<file path="src/shared/flag_bank_pkg.sv">
// Package: map, field positions and sizes for the latched monitor flag bank
package flag_bank_pkg;

  // Byte offsets of the flag field in the management map
  localparam logic [7:0] TEMPERATURE_FLAGS_AND_INIT_DONE = 8'h06;
  localparam logic [7:0] SUPPLY_VOLTAGE_FLAGS = 8'h07;
  localparam logic [7:0] VENDOR_MODULE_FLAGS = 8'h08;
  localparam logic [7:0] RX_POWER_FLAGS_LANES_1_2 = 8'h09;
  localparam logic [7:0] RX_POWER_FLAGS_LANES_3_4 = 8'h0a;
  localparam logic [7:0] TX_BIAS_FLAGS_LANES_1_2 = 8'h0b;
  localparam logic [7:0] TX_BIAS_FLAGS_LANES_3_4 = 8'h0c;
  localparam logic [7:0] TX_POWER_FLAGS_LANES_1_2 = 8'h0d;
  localparam logic [7:0] TX_POWER_FLAGS_LANES_3_4 = 8'h0e;
  localparam logic [7:0] RESERVED_LANE_FLAG_SET_FOUR = 8'h0f;
  localparam logic [7:0] RESERVED_LANE_FLAG_SET_FIVE = 8'h11;
  localparam logic [7:0] VENDOR_LANE_FLAG_SET_SIX = 8'h13;
  localparam logic [7:0] VENDOR_FLAG_BYTE = 8'h15;

  // Flag bytes held in flip-flops: offsets 6 to 14
  localparam logic [7:0] FIRST_FLAG_BYTE = TEMPERATURE_FLAGS_AND_INIT_DONE;
  localparam logic [7:0] LAST_FLAG_BYTE = TX_POWER_FLAGS_LANES_3_4;
  localparam int FLAG_BYTES = 9;

  // Positions of the four conditions inside a nibble
  localparam int HIGH_ALARM_BIT = 3;
  localparam int LOW_ALARM_BIT = 2;
  localparam int HIGH_WARN_BIT = 1;
  localparam int LOW_WARN_BIT = 0;
  localparam int UPPER_NIBBLE_LSB = 4;
  localparam int INIT_DONE_BIT = 0;

  // Monitored quantities: temperature, supply, then four lanes of each kind
  localparam int LANES = 4;
  localparam int QUANTITIES = 2 + 3 * LANES;
  localparam int TEMPERATURE_Q = 0;
  localparam int SUPPLY_Q = 1;
  localparam int RX_POWER_Q = 2;
  localparam int TX_BIAS_Q = RX_POWER_Q + LANES;
  localparam int TX_POWER_Q = TX_BIAS_Q + LANES;
  localparam int VALUE_WIDTH = 16;

  // Reset values
  localparam logic [7:0] FLAG_RESET = 8'h00;
  localparam logic [7:0] RESERVED_READ = 8'h00;
  localparam logic [1:0] PIN_SYNC_RESET = 2'h0;

endpackage

</file>
<file path="src/shared/monitor_cmp_if.sv">
// Interface: one monitored value, its four thresholds and the resulting conditions
`timescale 1ns/1ps
`default_nettype none
interface monitor_cmp_if;
  logic [flag_bank_pkg::VALUE_WIDTH-1:0] value;
  logic [3:0][flag_bank_pkg::VALUE_WIDTH-1:0] threshold;
  logic [3:0] condition;
  modport source (output value, output threshold, input condition);
  modport compare (input value, input threshold, output condition);
endinterface
`default_nettype wire

</file>
<file path="src/rtl/monitor_flag_latch_bank.sv">
// Module: latched alarm, warning and init-done flags in bytes 6 to 14 of the map
`timescale 1ns/1ps
`default_nettype none
module monitor_flag_latch_bank #(
  parameter int LANES = flag_bank_pkg::LANES,
  parameter int VALUE_WIDTH = flag_bank_pkg::VALUE_WIDTH
) (
  // Clock and reset
  input wire logic clk,
  input wire logic rst_n,
  // Module reset pin, asynchronous to clk
  input wire logic module_reset_pin_active_low,
  // Measurements from the monitor logic, same clock
  input wire logic [VALUE_WIDTH-1:0] temperature_value,
  input wire logic [VALUE_WIDTH-1:0] supply_value,
  input wire logic [LANES-1:0][VALUE_WIDTH-1:0] rx_power_value,
  input wire logic [LANES-1:0][VALUE_WIDTH-1:0] tx_bias_value,
  input wire logic [LANES-1:0][VALUE_WIDTH-1:0] tx_power_value,
  // Thresholds, index 3 high alarm, 2 low alarm, 1 high warning, 0 low warning
  input wire logic [3:0][VALUE_WIDTH-1:0] temperature_threshold,
  input wire logic [3:0][VALUE_WIDTH-1:0] supply_threshold,
  input wire logic [3:0][VALUE_WIDTH-1:0] rx_power_threshold,
  input wire logic [3:0][VALUE_WIDTH-1:0] tx_bias_threshold,
  input wire logic [3:0][VALUE_WIDTH-1:0] tx_power_threshold,
  // Init sequence status, level, same clock
  input wire logic init_sequence_done,
  // Byte read port from the two-wire management slave
  input wire logic read_strobe,
  input wire logic [7:0] read_addr,
  // Read answer
  output logic [7:0] read_data,
  output logic read_valid
);

  localparam int QUANTITIES = 2 + 3 * LANES;
  localparam int FLAG_BYTES = flag_bank_pkg::FLAG_BYTES;

  ////////////////////////////////////////////////////////////////////////////
  // Address decoding

  // True for an offset whose bits live in flip-flops
  function automatic logic is_flag_byte(input logic [7:0] addr);
    is_flag_byte = (addr >= flag_bank_pkg::FIRST_FLAG_BYTE) &&
      (addr <= flag_bank_pkg::LAST_FLAG_BYTE);
  endfunction

  // Index into the flag array for an offset in range
  function automatic logic [3:0] flag_index(input logic [7:0] addr);
    logic [7:0] diff;
    diff = addr - flag_bank_pkg::FIRST_FLAG_BYTE;
    flag_index = diff[3:0];
  endfunction

  ////////////////////////////////////////////////////////////////////////////
  // Module reset pin synchroniser

  logic [1:0] pin_sync;
  logic pin_reset_active;

  // The pin is asynchronous, so two flops before anything looks at it
  always_ff @(posedge clk or negedge rst_n) begin
    if (!rst_n) begin
      pin_sync <= flag_bank_pkg::PIN_SYNC_RESET;
    end else begin
      pin_sync <= {pin_sync[0], module_reset_pin_active_low};
    end
  end

  assign pin_reset_active = !pin_sync[1];

  ////////////////////////////////////////////////////////////////////////////
  // Threshold comparison, one comparator per monitored quantity

  logic [QUANTITIES-1:0][VALUE_WIDTH-1:0] all_value;
  logic [QUANTITIES-1:0][3:0][VALUE_WIDTH-1:0] all_threshold;
  logic [QUANTITIES-1:0][3:0] all_condition;

  // Quantity 0 temperature, 1 supply, then rx power, tx bias, tx power lanes
  assign all_value = {tx_power_value, tx_bias_value, rx_power_value,
    supply_value, temperature_value};
  assign all_threshold = {{LANES{tx_power_threshold}}, {LANES{tx_bias_threshold}},
    {LANES{rx_power_threshold}}, supply_threshold, temperature_threshold};

  generate
    for (genvar q = 0; q < QUANTITIES; q++) begin : g_cmp
      monitor_cmp_if cmp_bus ();
      assign cmp_bus.value = all_value[q];
      assign cmp_bus.threshold = all_threshold[q];
      assign all_condition[q] = cmp_bus.condition;
      threshold_compare #(
        .SIGNED_VALUE(q == flag_bank_pkg::TEMPERATURE_Q)
      ) u_cmp (
        .bus(cmp_bus)
      );
    end
  endgenerate

  ////////////////////////////////////////////////////////////////////////////
  // Init-done event

  logic init_done_prev;
  logic init_done_event;

  // Only the finishing edge sets the flag, so a read can clear it for good
  always_ff @(posedge clk or negedge rst_n) begin
    if (!rst_n) begin
      init_done_prev <= 1'b0;
    end else begin
      init_done_prev <= init_sequence_done;
    end
  end

  assign init_done_event = init_sequence_done && !init_done_prev;

  ////////////////////////////////////////////////////////////////////////////
  // Set terms for each held byte

  logic [FLAG_BYTES-1:0][7:0] set_term;
  logic [LANES-1:0][3:0] rx_cond;
  logic [LANES-1:0][3:0] bias_cond;
  logic [LANES-1:0][3:0] txp_cond;

  assign rx_cond = all_condition[flag_bank_pkg::RX_POWER_Q +: LANES];
  assign bias_cond = all_condition[flag_bank_pkg::TX_BIAS_Q +: LANES];
  assign txp_cond = all_condition[flag_bank_pkg::TX_POWER_Q +: LANES];

  // Module flags: condition nibble high, reserved bits never set
  assign set_term[0] = {all_condition[flag_bank_pkg::TEMPERATURE_Q], 3'h0,
    init_done_event};
  assign set_term[1] = {all_condition[flag_bank_pkg::SUPPLY_Q], 4'h0};
  assign set_term[2] = 8'h00;
  // Lower-numbered lane in the upper nibble for every lane pair
  assign set_term[3] = {rx_cond[0], rx_cond[1]};
  assign set_term[4] = {rx_cond[2], rx_cond[3]};
  assign set_term[5] = {bias_cond[0], bias_cond[1]};
  assign set_term[6] = {bias_cond[2], bias_cond[3]};
  assign set_term[7] = {txp_cond[0], txp_cond[1]};
  assign set_term[8] = {txp_cond[2], txp_cond[3]};

  ////////////////////////////////////////////////////////////////////////////
  // Latched flag storage

  logic [FLAG_BYTES-1:0][7:0] flag_byte;
  logic [FLAG_BYTES-1:0][7:0] next_flag_byte;
  logic read_hits_flags;
  logic [3:0] read_index;

  assign read_hits_flags = read_strobe && is_flag_byte(read_addr);
  assign read_index = flag_index(read_addr);

  // A set in the clearing cycle wins, so no event is lost to a read
  generate
    for (genvar b = 0; b < FLAG_BYTES; b++) begin : g_flag
      logic clear_this;
      assign clear_this = pin_reset_active ||
        (read_hits_flags && (read_index == 4'(b)));
      assign next_flag_byte[b] = clear_this ? set_term[b] :
        (flag_byte[b] | set_term[b]);
    end
  endgenerate

  // Flags start clear and only the set terms raise them
  always_ff @(posedge clk or negedge rst_n) begin
    if (!rst_n) begin
      flag_byte <= {FLAG_BYTES{flag_bank_pkg::FLAG_RESET}};
    end else begin
      flag_byte <= next_flag_byte;
    end
  end

  ////////////////////////////////////////////////////////////////////////////
  // Read answer

  logic [7:0] read_mux;

  // Reserved and vendor bytes 15 to 21, and every offset outside, read zero
  assign read_mux = is_flag_byte(read_addr) ? flag_byte[read_index] :
    flag_bank_pkg::RESERVED_READ;

  // The answer carries the flags as they stood before the read cleared them
  always_ff @(posedge clk or negedge rst_n) begin
    if (!rst_n) begin
      read_data <= flag_bank_pkg::RESERVED_READ;
      read_valid <= 1'b0;
    end else begin
      read_valid <= read_strobe;
      if (read_strobe) begin
        read_data <= read_mux;
      end
    end
  end

endmodule
`default_nettype wire

</file>
<file path="src/rtl/threshold_compare.sv">
// Module: compares one 16-bit measurement against its alarm and warning thresholds
`timescale 1ns/1ps
`default_nettype none
module threshold_compare #(
  parameter bit SIGNED_VALUE = 1'b0
) (
  // Value, thresholds and conditions
  monitor_cmp_if.compare bus
);

  logic over_alarm;
  logic under_alarm;
  logic over_warn;
  logic under_warn;

  // Same 16-bit format as the measurement; temperature is two's complement
  generate
    if (SIGNED_VALUE) begin : g_signed
      assign over_alarm = $signed(bus.value) >
        $signed(bus.threshold[flag_bank_pkg::HIGH_ALARM_BIT]);
      assign under_alarm = $signed(bus.value) <
        $signed(bus.threshold[flag_bank_pkg::LOW_ALARM_BIT]);
      assign over_warn = $signed(bus.value) >
        $signed(bus.threshold[flag_bank_pkg::HIGH_WARN_BIT]);
      assign under_warn = $signed(bus.value) <
        $signed(bus.threshold[flag_bank_pkg::LOW_WARN_BIT]);
    end else begin : g_unsigned
      assign over_alarm = bus.value > bus.threshold[flag_bank_pkg::HIGH_ALARM_BIT];
      assign under_alarm = bus.value < bus.threshold[flag_bank_pkg::LOW_ALARM_BIT];
      assign over_warn = bus.value > bus.threshold[flag_bank_pkg::HIGH_WARN_BIT];
      assign under_warn = bus.value < bus.threshold[flag_bank_pkg::LOW_WARN_BIT];
    end
  endgenerate

  // Nibble order: high alarm, low alarm, high warning, low warning
  assign bus.condition = {over_alarm, under_alarm, over_warn, under_warn};

endmodule
`default_nettype wire

</file>
<file path="config.mk">
export PLATFORM = sky130hd
export DESIGN_NAME = monitor_flag_latch_bank
export DESIGN_NICKNAME = d
export VERILOG_FILES = /design/src/shared/flag_bank_pkg.sv /design/src/shared/monitor_cmp_if.sv /design/src/rtl/monitor_flag_latch_bank.sv /design/src/rtl/threshold_compare.sv
export SDC_FILE = /design/constraint.sdc
export NUM_CORES = 1
export LEC_CHECK = 0
export BUFFER_PORTS_ARGS = -buffer_cell sky130_fd_sc_hd__clkbuf_2
export CAP_MARGIN = 20
export CELL_PAD_IN_SITES_DETAIL_PLACEMENT = 0
export CELL_PAD_IN_SITES_GLOBAL_PLACEMENT = 1
export CORE_MARGIN = 2
export CORE_UTILIZATION = 45
export DETAILED_ROUTE_END_ITERATION = 10
export GPL_ROUTABILITY_DRIVEN = 0
export GPL_TIMING_DRIVEN = 1
export PLACE_DENSITY_LB_ADDON = 0.15
export SYNTH_ARGS = -nofsm -noshare
export SYNTH_HDL_FRONTEND = slang
export SYNTH_HIERARCHICAL = 1
export SYNTH_SLANG_ARGS = --single-unit
</file>
<file path="constraint.sdc">
create_clock -name clk -period 2.35 [get_ports clk]
set_input_delay 0.47 -clock clk [delete_from_list [all_inputs] [get_ports clk]]
set_output_delay 0.47 -clock clk [all_outputs]
set_load 0.005 [all_outputs]
</file>
; ---- After elaboration in Yosys (flattened, before gate mapping)
; Cells that the tools add are included.
; W data, S select, Z words.
[word_totals]
register_bits = 76
in_bits = 557
output_inout_bits = 9
word_cells = 120
[classes]
n_addsub = 1
n_lt_le_gt_ge = 59
n_eq_ne = 7
mux = 11
bitwise = 8
reduce_logical = 22
[ops]
columns = operator, count
row1 = $gt A16 B16 Y1, 28
row2 = $lt A16 B16 Y1, 28
row3 = $mux W8, 10
row4 = $or A8 B8 Y8, 8
row5 = $bmux W8 S4, 1
row6 = $eq A4 B3 Y1 const B, 4
row7 = $logic_and A1 B1 Y1, 11
row8 = $ge A8 B3 Y1 const B, 1
row9 = $le A8 B4 Y1 const B, 1
row10 = $logic_or A1 B1 Y1, 8
row11 = $lt A4 B5 Y1 const B, 1
row12 = $eq A4 B1 Y1 const B, 1
row13 = $eq A4 B2 Y1 const B, 1
row14 = $eq A4 B4 Y1 const B, 1
row15 = $logic_not A4 Y1, 1
row16 = $sub A4 B3 Y4 const B, 1
row17 = $logic_not A1 Y1, 2

; ---- Logic depth before layout (Yosys ltp)
; Gate-level depths: netlist (run 1).
[depth]
word_depth = 6
depth_mapped = 9
depth_no_buf = 8

; ---- Modules after synthesis
; The synthesis (run 1) kept the hierarchy.
[by_module_without_submodules]
columns = module, instances, cells_each, area_per_inst_um2, seq_area_each_um2
row1 = threshold_compare at g_cmp[10].u_cmp ..., 13, 221, 1617.8, 0.0
row2 = monitor_flag_latch_bank, 1, 226, 3005.4, 1726.7
row3 = threshold_compare at g_cmp[0].u_cmp, 1, 230, 1602.8, 0.0

; ---- Worst setup path before layout (run 1)
; Ideal clock, no wire load.
[synth_path]
path_type = input-to-reg
startpoint = input port read_strobe
endpoint = register flag_byte[0] (netlist bit)
setup_time_ns = 0.122
arrival_time_ns = 2.157
required_ns = 2.228
slack_ns = 0.071
stages = 5
n_path_buf = 1
cell_sequence = buf_4 -> or4b_4 -> a211oi_4 -> nand3_2 -> a32o_1
[synth_rtl]
columns = item, line_no
row1 = from (decl), monitor_flag_latch_bank.sv:28  ; input wire logic read_strobe,
row2 = to (signal assigned), monitor_flag_latch_bank.sv:165  ; flag_byte <= {FLAG_BYTES{flag_bank_pkg::FLAG_RESET}};
row3 = to (signal assigned), monitor_flag_latch_bank.sv:167  ; flag_byte <= next_flag_byte;
row4 = to (decl), monitor_flag_latch_bank.sv:143  ; logic [FLAG_BYTES-1:0][7:0] flag_byte;

==> flow_metrics.tcl, run 1 <==
set metrics [dict create \
    yosysUniqueCellTypes 56 \
    cts_sinks 69 \
    wire_per_inst_microns 19.6 \
    coreArea_sq_um 56400 \
    max_stage_delay_ps 380 \
    synth_edf_count 0 \
    multi_input_area_sq_um 20100 \
    vdd_drop_max_mv 0.316 \
    crit_fanout 4 \
    start_kind "primary input" \
    finalCritPeriodShare 0.875 \
    path_buf_inv 4 \
    hold_ws_ps 80.7 \
    dp_hpwl_microns 82700 \
    initial_core_util 0.455 \
    clkTransAtPathRegs_ps 60 \
    tightest_slew_ps 539 \
    cts_hold_buf 0 \
    drtIter0Drc 1229 \
    worst_path_max_delay_cell "a221oi_1" \
    drv_slew 0 \
    vias 25100 \
    viasPerCell 5.34 \
    cp.required_ps 2590 \
    crit_chain "clkbuf_2 > inv_1 > ha_1 > nand4_1 > buf_4 > inv_1 > a221oi_1 > or2_1 > a21oi_2 > a21o_1" \
    synth_top_area_cell "ha_1" \
    dr.pass1.iters 5 \
    setup_viol 0 \
    grtUsageTotal 0.306 \
    clk_path_buf_depth 2 \
    ant_nets 0 \
    fmax_ghz 0.486 \
    p_per_area_nw_per_um2 273 \
    p_int_mw 4.59 \
    crit_type "in2reg" \
    p_sw_frac 0.440 \
    ys_ff_latch 69 \
    die_h_microns 243 \
    wl_microns 92100 \
    die_x_microns 243 \
    crit_top_cell "inv_1" \
    async_reset_ff_frac 1.00 \
    regArea_sq_um 1730 \
    grt_use_met2 0.513 \
    grt_pass1_vias 24400 \
    combPwrFrac 0.630 \
    ys.flop_type "dfrtp_1" \
    p_sw_mw 3.61 \
    dieArea_sq_um 58900 \
    crit_arrival_ps 2290 \
    grtUsageMet3 0.0450 \
    port_buffers 565 \
    cts_setup_buffers 0 \
    synth_area_sq_um 25600 \
    end_kind "register" \
    hp-class "in2async" \
    cellLeakagePower_nw 18.7 \
    syn_to_final_growth_pct 17.1 \
    syn_avg_cell_area_sq_um 7.70 \
    ys_warn_count 6 \
    grt_overflow_total 0 \
    drc 0 \
    synth_cells 3329 \
    ios 566 \
    drive_above_1_share 0.216 \
    h-tree-depth 3 \
    clockPowerShare 0.194 \
    final_util 0.532 \
    clkLatencyLatePin_ps 340 \
    drv_cap 0 \
    synthMostInstantiatedCell "inv_1" \
    p_seq_frac 0.176 \
    fin_crit_ps 2060 \
    floorplan.rows 87 \
    final_hold_viol_count 0 \
    seq_area_frac_synth 0.0673 \
    cp_top_family "compound AO/OA/AOI/OAI gates" \
    antenna_found_initial 9 \
    synth_fp_nets 4755 \
    post_cts_resized 0 \
    grt_max_degree 36 \
    final_nets 5358 \
    cts_root_buffer "clkbuf_16" \
    status "completed" \
    top_usage_layer "met2" \
    synth_common_cells "899 x inv_1, 869 x ha_1, 319 x a21oi_1" \
    rsz0062_at_grt "false" \
    grt_pass1_wl_microns 139000 \
    worst_slack_ps 294 \
    pre_cts_ws_ps -76.0 \
    synth_top_area_share 0.424 \
    cts_tree "yes" \
    ys_top_cells_by_area "ha_1 42%, inv_1 13%, dfrtp_1 6.7%" \
    use_met1 0.396 \
    n_fill_cell 5820 \
    cts_made_buffers 9 \
    finClkSkew_ps 8.48 \
    slew_headroom 0.637 \
]
through the flow:
| stage | setup TNS, ps | instances | area [sq um] | power [mW] |
|---|---|---|---|---|
| 4_1_cts | 0 | 4692 | 30000 | 8.23 |
| 2_1_floorplan | 0 | 3329 | 25600 | 4.56 |
| 5_1_grt | 0 | 4693 | 30000 | 8.96 |
| 3_5_place_dp | -76.0 | 4677 | 29700 | 6.59 |
| 6_report | 0 | 4696 | 30000 | 8.20 |
| 3_3_place_gp | -45.0 | 4677 | 29700 | 6.54 |
placed cells by master, fill, tap and decap left out, types with 54 or more instances in the layout:
cell and instances:
inv_1 899, nor2_1 66, nand4_1 137, dfrtp_1 69, buf_4 93, ha_1 869
o21ai_1 54, nand2_1 174, nand3_1 85, a21o_1 124, a21oi_1 319, clkbuf_2 564
routing by layer:
metal / vias up / part of all wire / routed length [microns]
li1: 12800 / - / -
met2: 648 / 0.46 / 42200
met4: 12 / 0.041 / 3760
met3: 168 / 0.060 / 5510
met1: 11500 / 0.44 / 40500
met5: - / 0.00073 / 67
worst paths after layout:
check                      depth (start not counted)        endpoint                    from  slack [ps]
max in group asynchronous                          2   flag_byte[39]                   rst_n        1710
max reg2reg                                        4    read_data[0]           flag_byte[40]         860
min in group clk                                   1  init_done_prev      init_sequence_done         260
min reg2reg                                        0     pin_sync[1]             pin_sync[0]         350
max                                               10   flag_byte[25]  rx_power_threshold[26]         290
min                                                1   flag_byte[70]                   rst_n          80
cells by family (layout without fill, tap and decap cells):
kind of cell	Yosys count	after routing	synth area share
AO/OA/AOI/OAI	743	743	0.200
XOR/XNOR	2	2	0.000683
adder cells (fa/ha/maj)	869	869	0.424
buffers and inverters	965	1572	0.150
flip-flops	69	69	0.0673
multiplexers	12	12	0.00859
other	0	4	0
AND/OR/NAND/NOR	669	669	0.150
sequential cells by signal, summed over array words and instances, names as in the netlist:
name,cells
read_data,8
read_valid,1
flag_byte,57
pin_sync,2
init_done_prev,1
final cells by class:
class	count	area share
multi-input combinational	2295	0.669
sequential	69	0.0575
timing repair buffer	658	0.118
clock buffer	11	0.00842
inverter	899	0.112
antenna	4	0.000333
tap	756	0.0315
clock inverter	4	0.00317
power by group through the flow:
stage / Clock [mW] / Sequential, mW / Combinational, mW
global placement: 0 / 1.46 / 5.08
floorplan: 0 / 1.40 / 3.16
detailed placement: 0 / 1.46 / 5.12
finish: 1.59 / 1.44 / 5.16
CTS: 1.63 / 1.44 / 5.16
global route: 1.67 / 1.46 / 5.83
worst reg2reg max path: stages (launching register included):
cell      delay, ps
dfrtp_1         400
mux4_2          480
nand2b_1        150
a32oi_1         240
o22ai_1         100
No activity file was read; power rests on OpenSTA's default activity.
==> run 2: changes to the inputs <==
--- a/config.mk
+++ b/config.mk
@@ -16,3 +16,4 @@
 export GPL_TIMING_DRIVEN = 1
-export PLACE_DENSITY_LB_ADDON = 0.15
+export PLACE_DENSITY = 0.95
+export SLEW_MARGIN = 5
 export SYNTH_ARGS = -nofsm -noshare
==> constraint.sdc (replaced) <==
create_clock -name clk -period 2.35 [get_ports clk]
set_input_delay 0.1175 -clock clk [delete_from_list [all_inputs] [get_ports clk]]
set_output_delay 0.1175 -clock clk [all_outputs]
set_load 0.005 [all_outputs]
==> run 2 against run 1 <==
Effect of this change:
- flip-flop and latch count unchanged
- final area decreased by 1.8%
- fmax increased by 15%
- worst hold slack got worse by 17 ps
- core utilization decreased by 0.98 points
- combinational power decreased by 3%
- sequential share of layout area increased by 0.11 points
- largest cell class unchanged
- final cell count decreased by 1.4%
- critical endpoint is now flag_byte[71]
- register-to-register slack got worse by 290 ps
- non-clock buffer count decreased by 67
==> flow_metrics.tcl, run 2 (synthesis gave the netlist of run 1 again) <==
set metrics [dict create \
    status "completed" \
    grtUsageTotal 0.287 \
    final_common_cell "inv_1" \
    drc 0 \
    syn_to_final_growth_pct 14.9 \
    start_kind "register" \
    die_x_microns 243 \
    floorplan.rows 87 \
    end_kind "register" \
    dieArea_sq_um 58900 \
    cts_root_buffer "clkbuf_16" \
    initial_core_util 0.455 \
    cts_tree "yes" \
    die_h_microns 243 \
    ios 566 \
    finalCritPeriodShare 0.758 \
    rsz0062_at_grt "false" \
    hp-class "in2reg" \
    crit_fanout 18 \
    antenna_found_initial 5 \
    fin_crit_ps 1780 \
    post_cts_resized 0 \
    viasPerCell 5.46 \
    cellLeakagePower_nw 18.3 \
    grt_max_degree 70 \
    wire_per_inst_microns 18.6 \
    cp_top_family "flip-flops" \
    reg2reg_slack_ps 570 \
    h-tree-depth 3 \
    final_util 0.523 \
    worst_path_max_delay_cell "dfrtp_1" \
    coreArea_sq_um 56400 \
    max_stage_delay_ps 740 \
    top_register "flag_byte" \
    drv_slew 0 \
    clkTransAtPathRegs_ps 60 \
    drv_cap 0 \
    grt_pass1_wl_microns 132000 \
    finClkSkew_ps 8.61 \
    crit_chain "inv_1 > a21oi_2 > a21o_1" \
    grt_overflow_total 0 \
    fmax_ghz 0.561 \
    cts_sinks 69 \
    vdd_drop_max_mv 0.347 \
    clkLatencyLatePin_ps 340 \
    final_cell_mix "899 x inv_1, 869 x ha_1, 564 x clkbuf_2, 319 x a21oi_1, 174 x nand2_1" \
    slew_headroom 0.423 \
    drive_above_1_share 0.201 \
    grt_pass1_vias 24700 \
    final_hold_viol_count 0 \
    dr.pass1.iters 7 \
    finalSetupTns_ps 0 \
    port_buffers 565 \
    n_fill_cell 5644 \
    cts_made_buffers 9 \
    crit_type "reg2reg" \
    cp.required_ps 2630 \
    top_regs "flag_byte (57), read_data (8), pin_sync (2)" \
    drtIter0Drc 1401 \
    wl_microns 86000 \
    ant_nets 0 \
    dp_hpwl_microns 77700 \
    regArea_sq_um 1730 \
    path_buf_inv 1 \
    p_per_area_nw_per_um2 264 \
    clk_path_buf_depth 2 \
    multi_input_area_sq_um 20100 \
    setup_viol 0 \
    largest_reg_flops 57 \
    tightest_slew_ps 866 \
    vias 25300 \
    crit_arrival_ps 2060 \
    final_nets 5291 \
]
[run 2: per-stage QoR]
step	std cells	power (mW)	hold slack [ps]	worst slack [ps]	area, sq um
CTS	4626	7.82	50.9	515	29500
finish	4632	7.79	64.0	568	29500
global route	4628	8.57	66.4	382	29500
detailed placement	4607	6.39	292	388	29100
global placement	4607	6.28	286	412	29100
floorplan	3329	4.56	-178	424	25600
[run 2: repair_timing]
action	4_1_cts	5_1_grt
setup buffers	0	0
endpoints found under the hold margin	71	0
hold buffers	3	0
[run 2: worst paths after layout]
kind                             start             to  cells after the start
hold reg to reg            pin_sync[0]    pin_sync[1]                      0
max in group asynchronous        rst_n  flag_byte[35]                      2
hold / removal             read_strobe     read_valid                      1
setup / recovery           pin_sync[1]  flag_byte[71]                      3
setup reg to reg           pin_sync[1]  flag_byte[71]                      3
min in group asynchronous        rst_n  flag_byte[68]                      2
[run 2: layout make-up]
cell class,instances,area share
Multi-Input combinational cell,2295,0.681
Inverter,899,0.114
Timing Repair Buffer,591,0.103
Sequential cell,69,0.0586
Tap cell,756,0.0321
Clock buffer,10,0.00777
Clock inverter,6,0.00242
Antenna cell,6,0.000509
[run 2: power by group]
part           switching [mW]  internal, mW  total [mW]
Clock                   0.531         0.830        1.36
Combinational            2.89          2.09        4.98
Sequential              0.123          1.33        1.45
[run 2: routing by layer]
metal,GRT usage,up-vias,routed length (microns)
met5,0,-,27
met4,0.122,4,4160
met3,0.0360,193,5220
met2,0.493,771,40200
met1,0.359,11700,36400
li1,-,12700,-
==> run 3: changes to the inputs <==
ABC_AREA = 1   (was default)
CORE_UTILIZATION = 40   (was 45)
PLACE_DENSITY = 0.89   (was 0.95)
clock period = 1.9 ns   (was 2.35 ns; I/O delays follow)
==> run 3 against run 2 <==
Effect of this change:
- final area rose by 7.4%
- critical path type is now in2reg
- global-route usage down 4.0 points
- core utilization shrank 6.1 points
- clock power up 26%
- count of clock-buffer cells in the layout decreased by 1
- worst hold slack improved by 190 ps
- sequential power up 25%
- first-iteration DRC count grew 0.50%
- synthesized cell count up 32%
- largest power group unchanged
==> flow_metrics.tcl, run 3 <==
set metrics [dict create \
    status "completed" \
    max_stage_delay_ps 540 \
    crit_chain "dlygate4sd3_1 > clkbuf_2 > inv_2 > nor2_2 > o21ai_2 > nor2_4 > nand2_1 > nand3_1 > nand2_1" \
    total_power_mw 10.0 \
    cp_top_family "simple AND/OR/NAND/NOR gates" \
    grt_overflow_total 0 \
    tightest_slew_ps 834 \
    drc 0 \
    synth_fp_nets 5808 \
    dr.pass1.iters 5 \
    crit_fanout 8 \
    crit_arrival_ps 1990 \
    top_regs "flag_byte (57), read_data (8), pin_sync (2)" \
    p_per_area_nw_per_um2 317 \
    p_int_mw 5.25 \
    async_reset_ff_frac 1.00 \
    cts_sinks 69 \
    drv_cap 0 \
    finalCritPeriodShare 0.930 \
    wire_per_inst_microns 15.1 \
    synth_cells 4382 \
    synth_top_area_share 0.392 \
    dp_cells 5816 \
    top_register "flag_byte" \
    vias 27600 \
    ys_warn_count 6 \
    final_cell_mix "1123 x inv_1, 1113 x nand2_1, 869 x ha_1, 564 x clkbuf_2, 306 x a21oi_1" \
    clkTransAtPathRegs_ps 60 \
    layout.cells.non_filler 5851 \
    dieArea_sq_um 71400 \
    final_hold_viol_count 0 \
    largest_reg_flops 57 \
    h-tree-depth 3 \
    pre_cts_ws_ps 106 \
    grt_pass1_vias 26700 \
    final_common_cell "inv_1" \
    floorplan.rows 96 \
    cts_root_buffer "clkbuf_16" \
    grt_max_degree 62 \
    cellLeakagePower_nw 21.1 \
    grtUsageTotal 0.246 \
    ios 566 \
    crit_type "in2reg" \
    crit_top_cell "nand2_1" \
    p_seq_frac 0.180 \
    viasPerCell 4.72 \
    setup_viol 0 \
    finalSetupTns_ps 0 \
    drv_slew 0 \
    dp_hpwl_microns 79400 \
    end_kind "register" \
    initial_core_util 0.404 \
    path_buf_inv 3 \
    synthMostInstantiatedCell "inv_1" \
    slew_headroom 0.444 \
    cts_tree "yes" \
    p_sw_frac 0.477 \
    synth_area_sq_um 27700 \
    port_buffers 565 \
    fmax_ghz 0.566 \
    synth_top_area_cell "ha_1" \
    vdd_drop_max_mv 0.444 \
    finClkSkew_ps 8.00 \
    clockPowerShare 0.171 \
    syn_avg_cell_area_sq_um 6.32 \
    grt_pass1_wl_microns 139000 \
    final_util 0.462 \
    hp-class "in2reg" \
    worst_slack_ps 134 \
    drive_above_1_share 0.163 \
    final_nets 6326 \
    die_h_microns 267 \
    ys_top_cells_by_area "ha_1 39%, inv_1 15%, nand2_1 15%" \
    ys_ff_latch 69 \
    wl_microns 88100 \
    ys.flop_type "dfrtp_1" \
    cts_made_buffers 9 \
    start_kind "primary input" \
    antenna_found_initial 16 \
    rsz0062_at_grt "false" \
    synth_edf_count 0 \
    cp.required_ps 2120 \
    syn_to_final_growth_pct 14.2 \
    ant_nets 0 \
    p_sw_mw 4.78 \
    n_fill_cell 7302 \
    coreArea_sq_um 68600 \
    combPwrFrac 0.649 \
    seq_area_frac_synth 0.0623 \
    synth_common_cells "1123 x inv_1, 1113 x nand2_1, 869 x ha_1" \
    clkLatencyLatePin_ps 340 \
    die_x_microns 267 \
    drtIter0Drc 1408 \
    worst_path_max_delay_cell "dlygate4sd3_1" \
    fin_crit_ps 1770 \
    yosysUniqueCellTypes 34 \
    clk_path_buf_depth 2 \
]
run 3: cells by family after synthesis:
| group | synth area share |
|---|---|
| AOI/OAI and AO/OA | 0.0932 |
| buffers and inverters | 0.181 |
| and+or+nand+nor | 0.271 |
| DFF | 0.0623 |
| adders and majority gates | 0.392 |
run 3: what timing repair did:
action                                 4_1_cts  5_1_grt
setup buffers                                0        0
setup endpoints to repair                    0        6
endpoints found under the hold margin       62        0
gates resized for setup                      0        0
hold buffers                                 4        0
run 3: final cells by class:
cell class | instances | area [sq um] | area share
antenna | 15 | 37.5 | 0.00119
inverter | 1199 | 4510 | 0.142
clock inverter | 7 | 73.8 | 0.00233
sequential | 69 | 1730 | 0.0546
multi-input combinational | 3044 | 21000 | 0.662
timing repair buffer | 577 | 2960 | 0.0934
tap | 931 | 1160 | 0.0368
clock buffer | 9 | 225 | 0.00711
run 3: layer usage:
metal / GRT usage / part of all wire / up-vias
met2: 0.439 / 0.48 / 533
met3: 0.0194 / 0.041 / 123
li1: - / - / 14600
met1: 0.315 / 0.45 / 12300
met4: 0.0726 / 0.031 / 4
met5: 0 / 0.00034 / -
run 3: power by group through the flow:
stage	Combinational [mW]	Clock, mW	Sequential (mW)
floorplan	4.31	0	1.76
global placement	6.36	0	1.84
detailed placement	6.51	0	1.84
CTS	6.55	1.76	1.81
global route	7.59	1.83	1.83
finish	6.51	1.71	1.81
run 3: metrics by stage:
step           hold WS (ps)  cell area [sq um]
2_1_floorplan          -201              27700
3_3_place_gp            244              31300
3_5_place_dp            250              31300
4_1_cts                 245              31600
5_1_grt                 287              31700
6_report                253              31700
run 3: worst min-delay path: cells and delay by family:
kind / cells / cell delay, ps
AO/OA/AOI/OAI: 1 / 70
buffers and inverters: 1 / 100
AND/OR/NAND/NOR: 3 / 290
run 3: path summary, 6_finish.rpt:
path / depth (start not counted) / to / from / slack (ps)
worst max-delay path: 9 / flag_byte[32] / read_strobe / 130
worst min-delay path: 5 / read_data[7] / read_addr[2] / 250
worst max register to register: 5 / read_data[4] / flag_byte[4] / 690
worst min register to register: 0 / pin_sync[1] / pin_sync[0] / 360
max in group asynchronous: 3 / flag_byte[44] / rst_n / 830
min in group asynchronous: 2 / read_valid / rst_n / 450
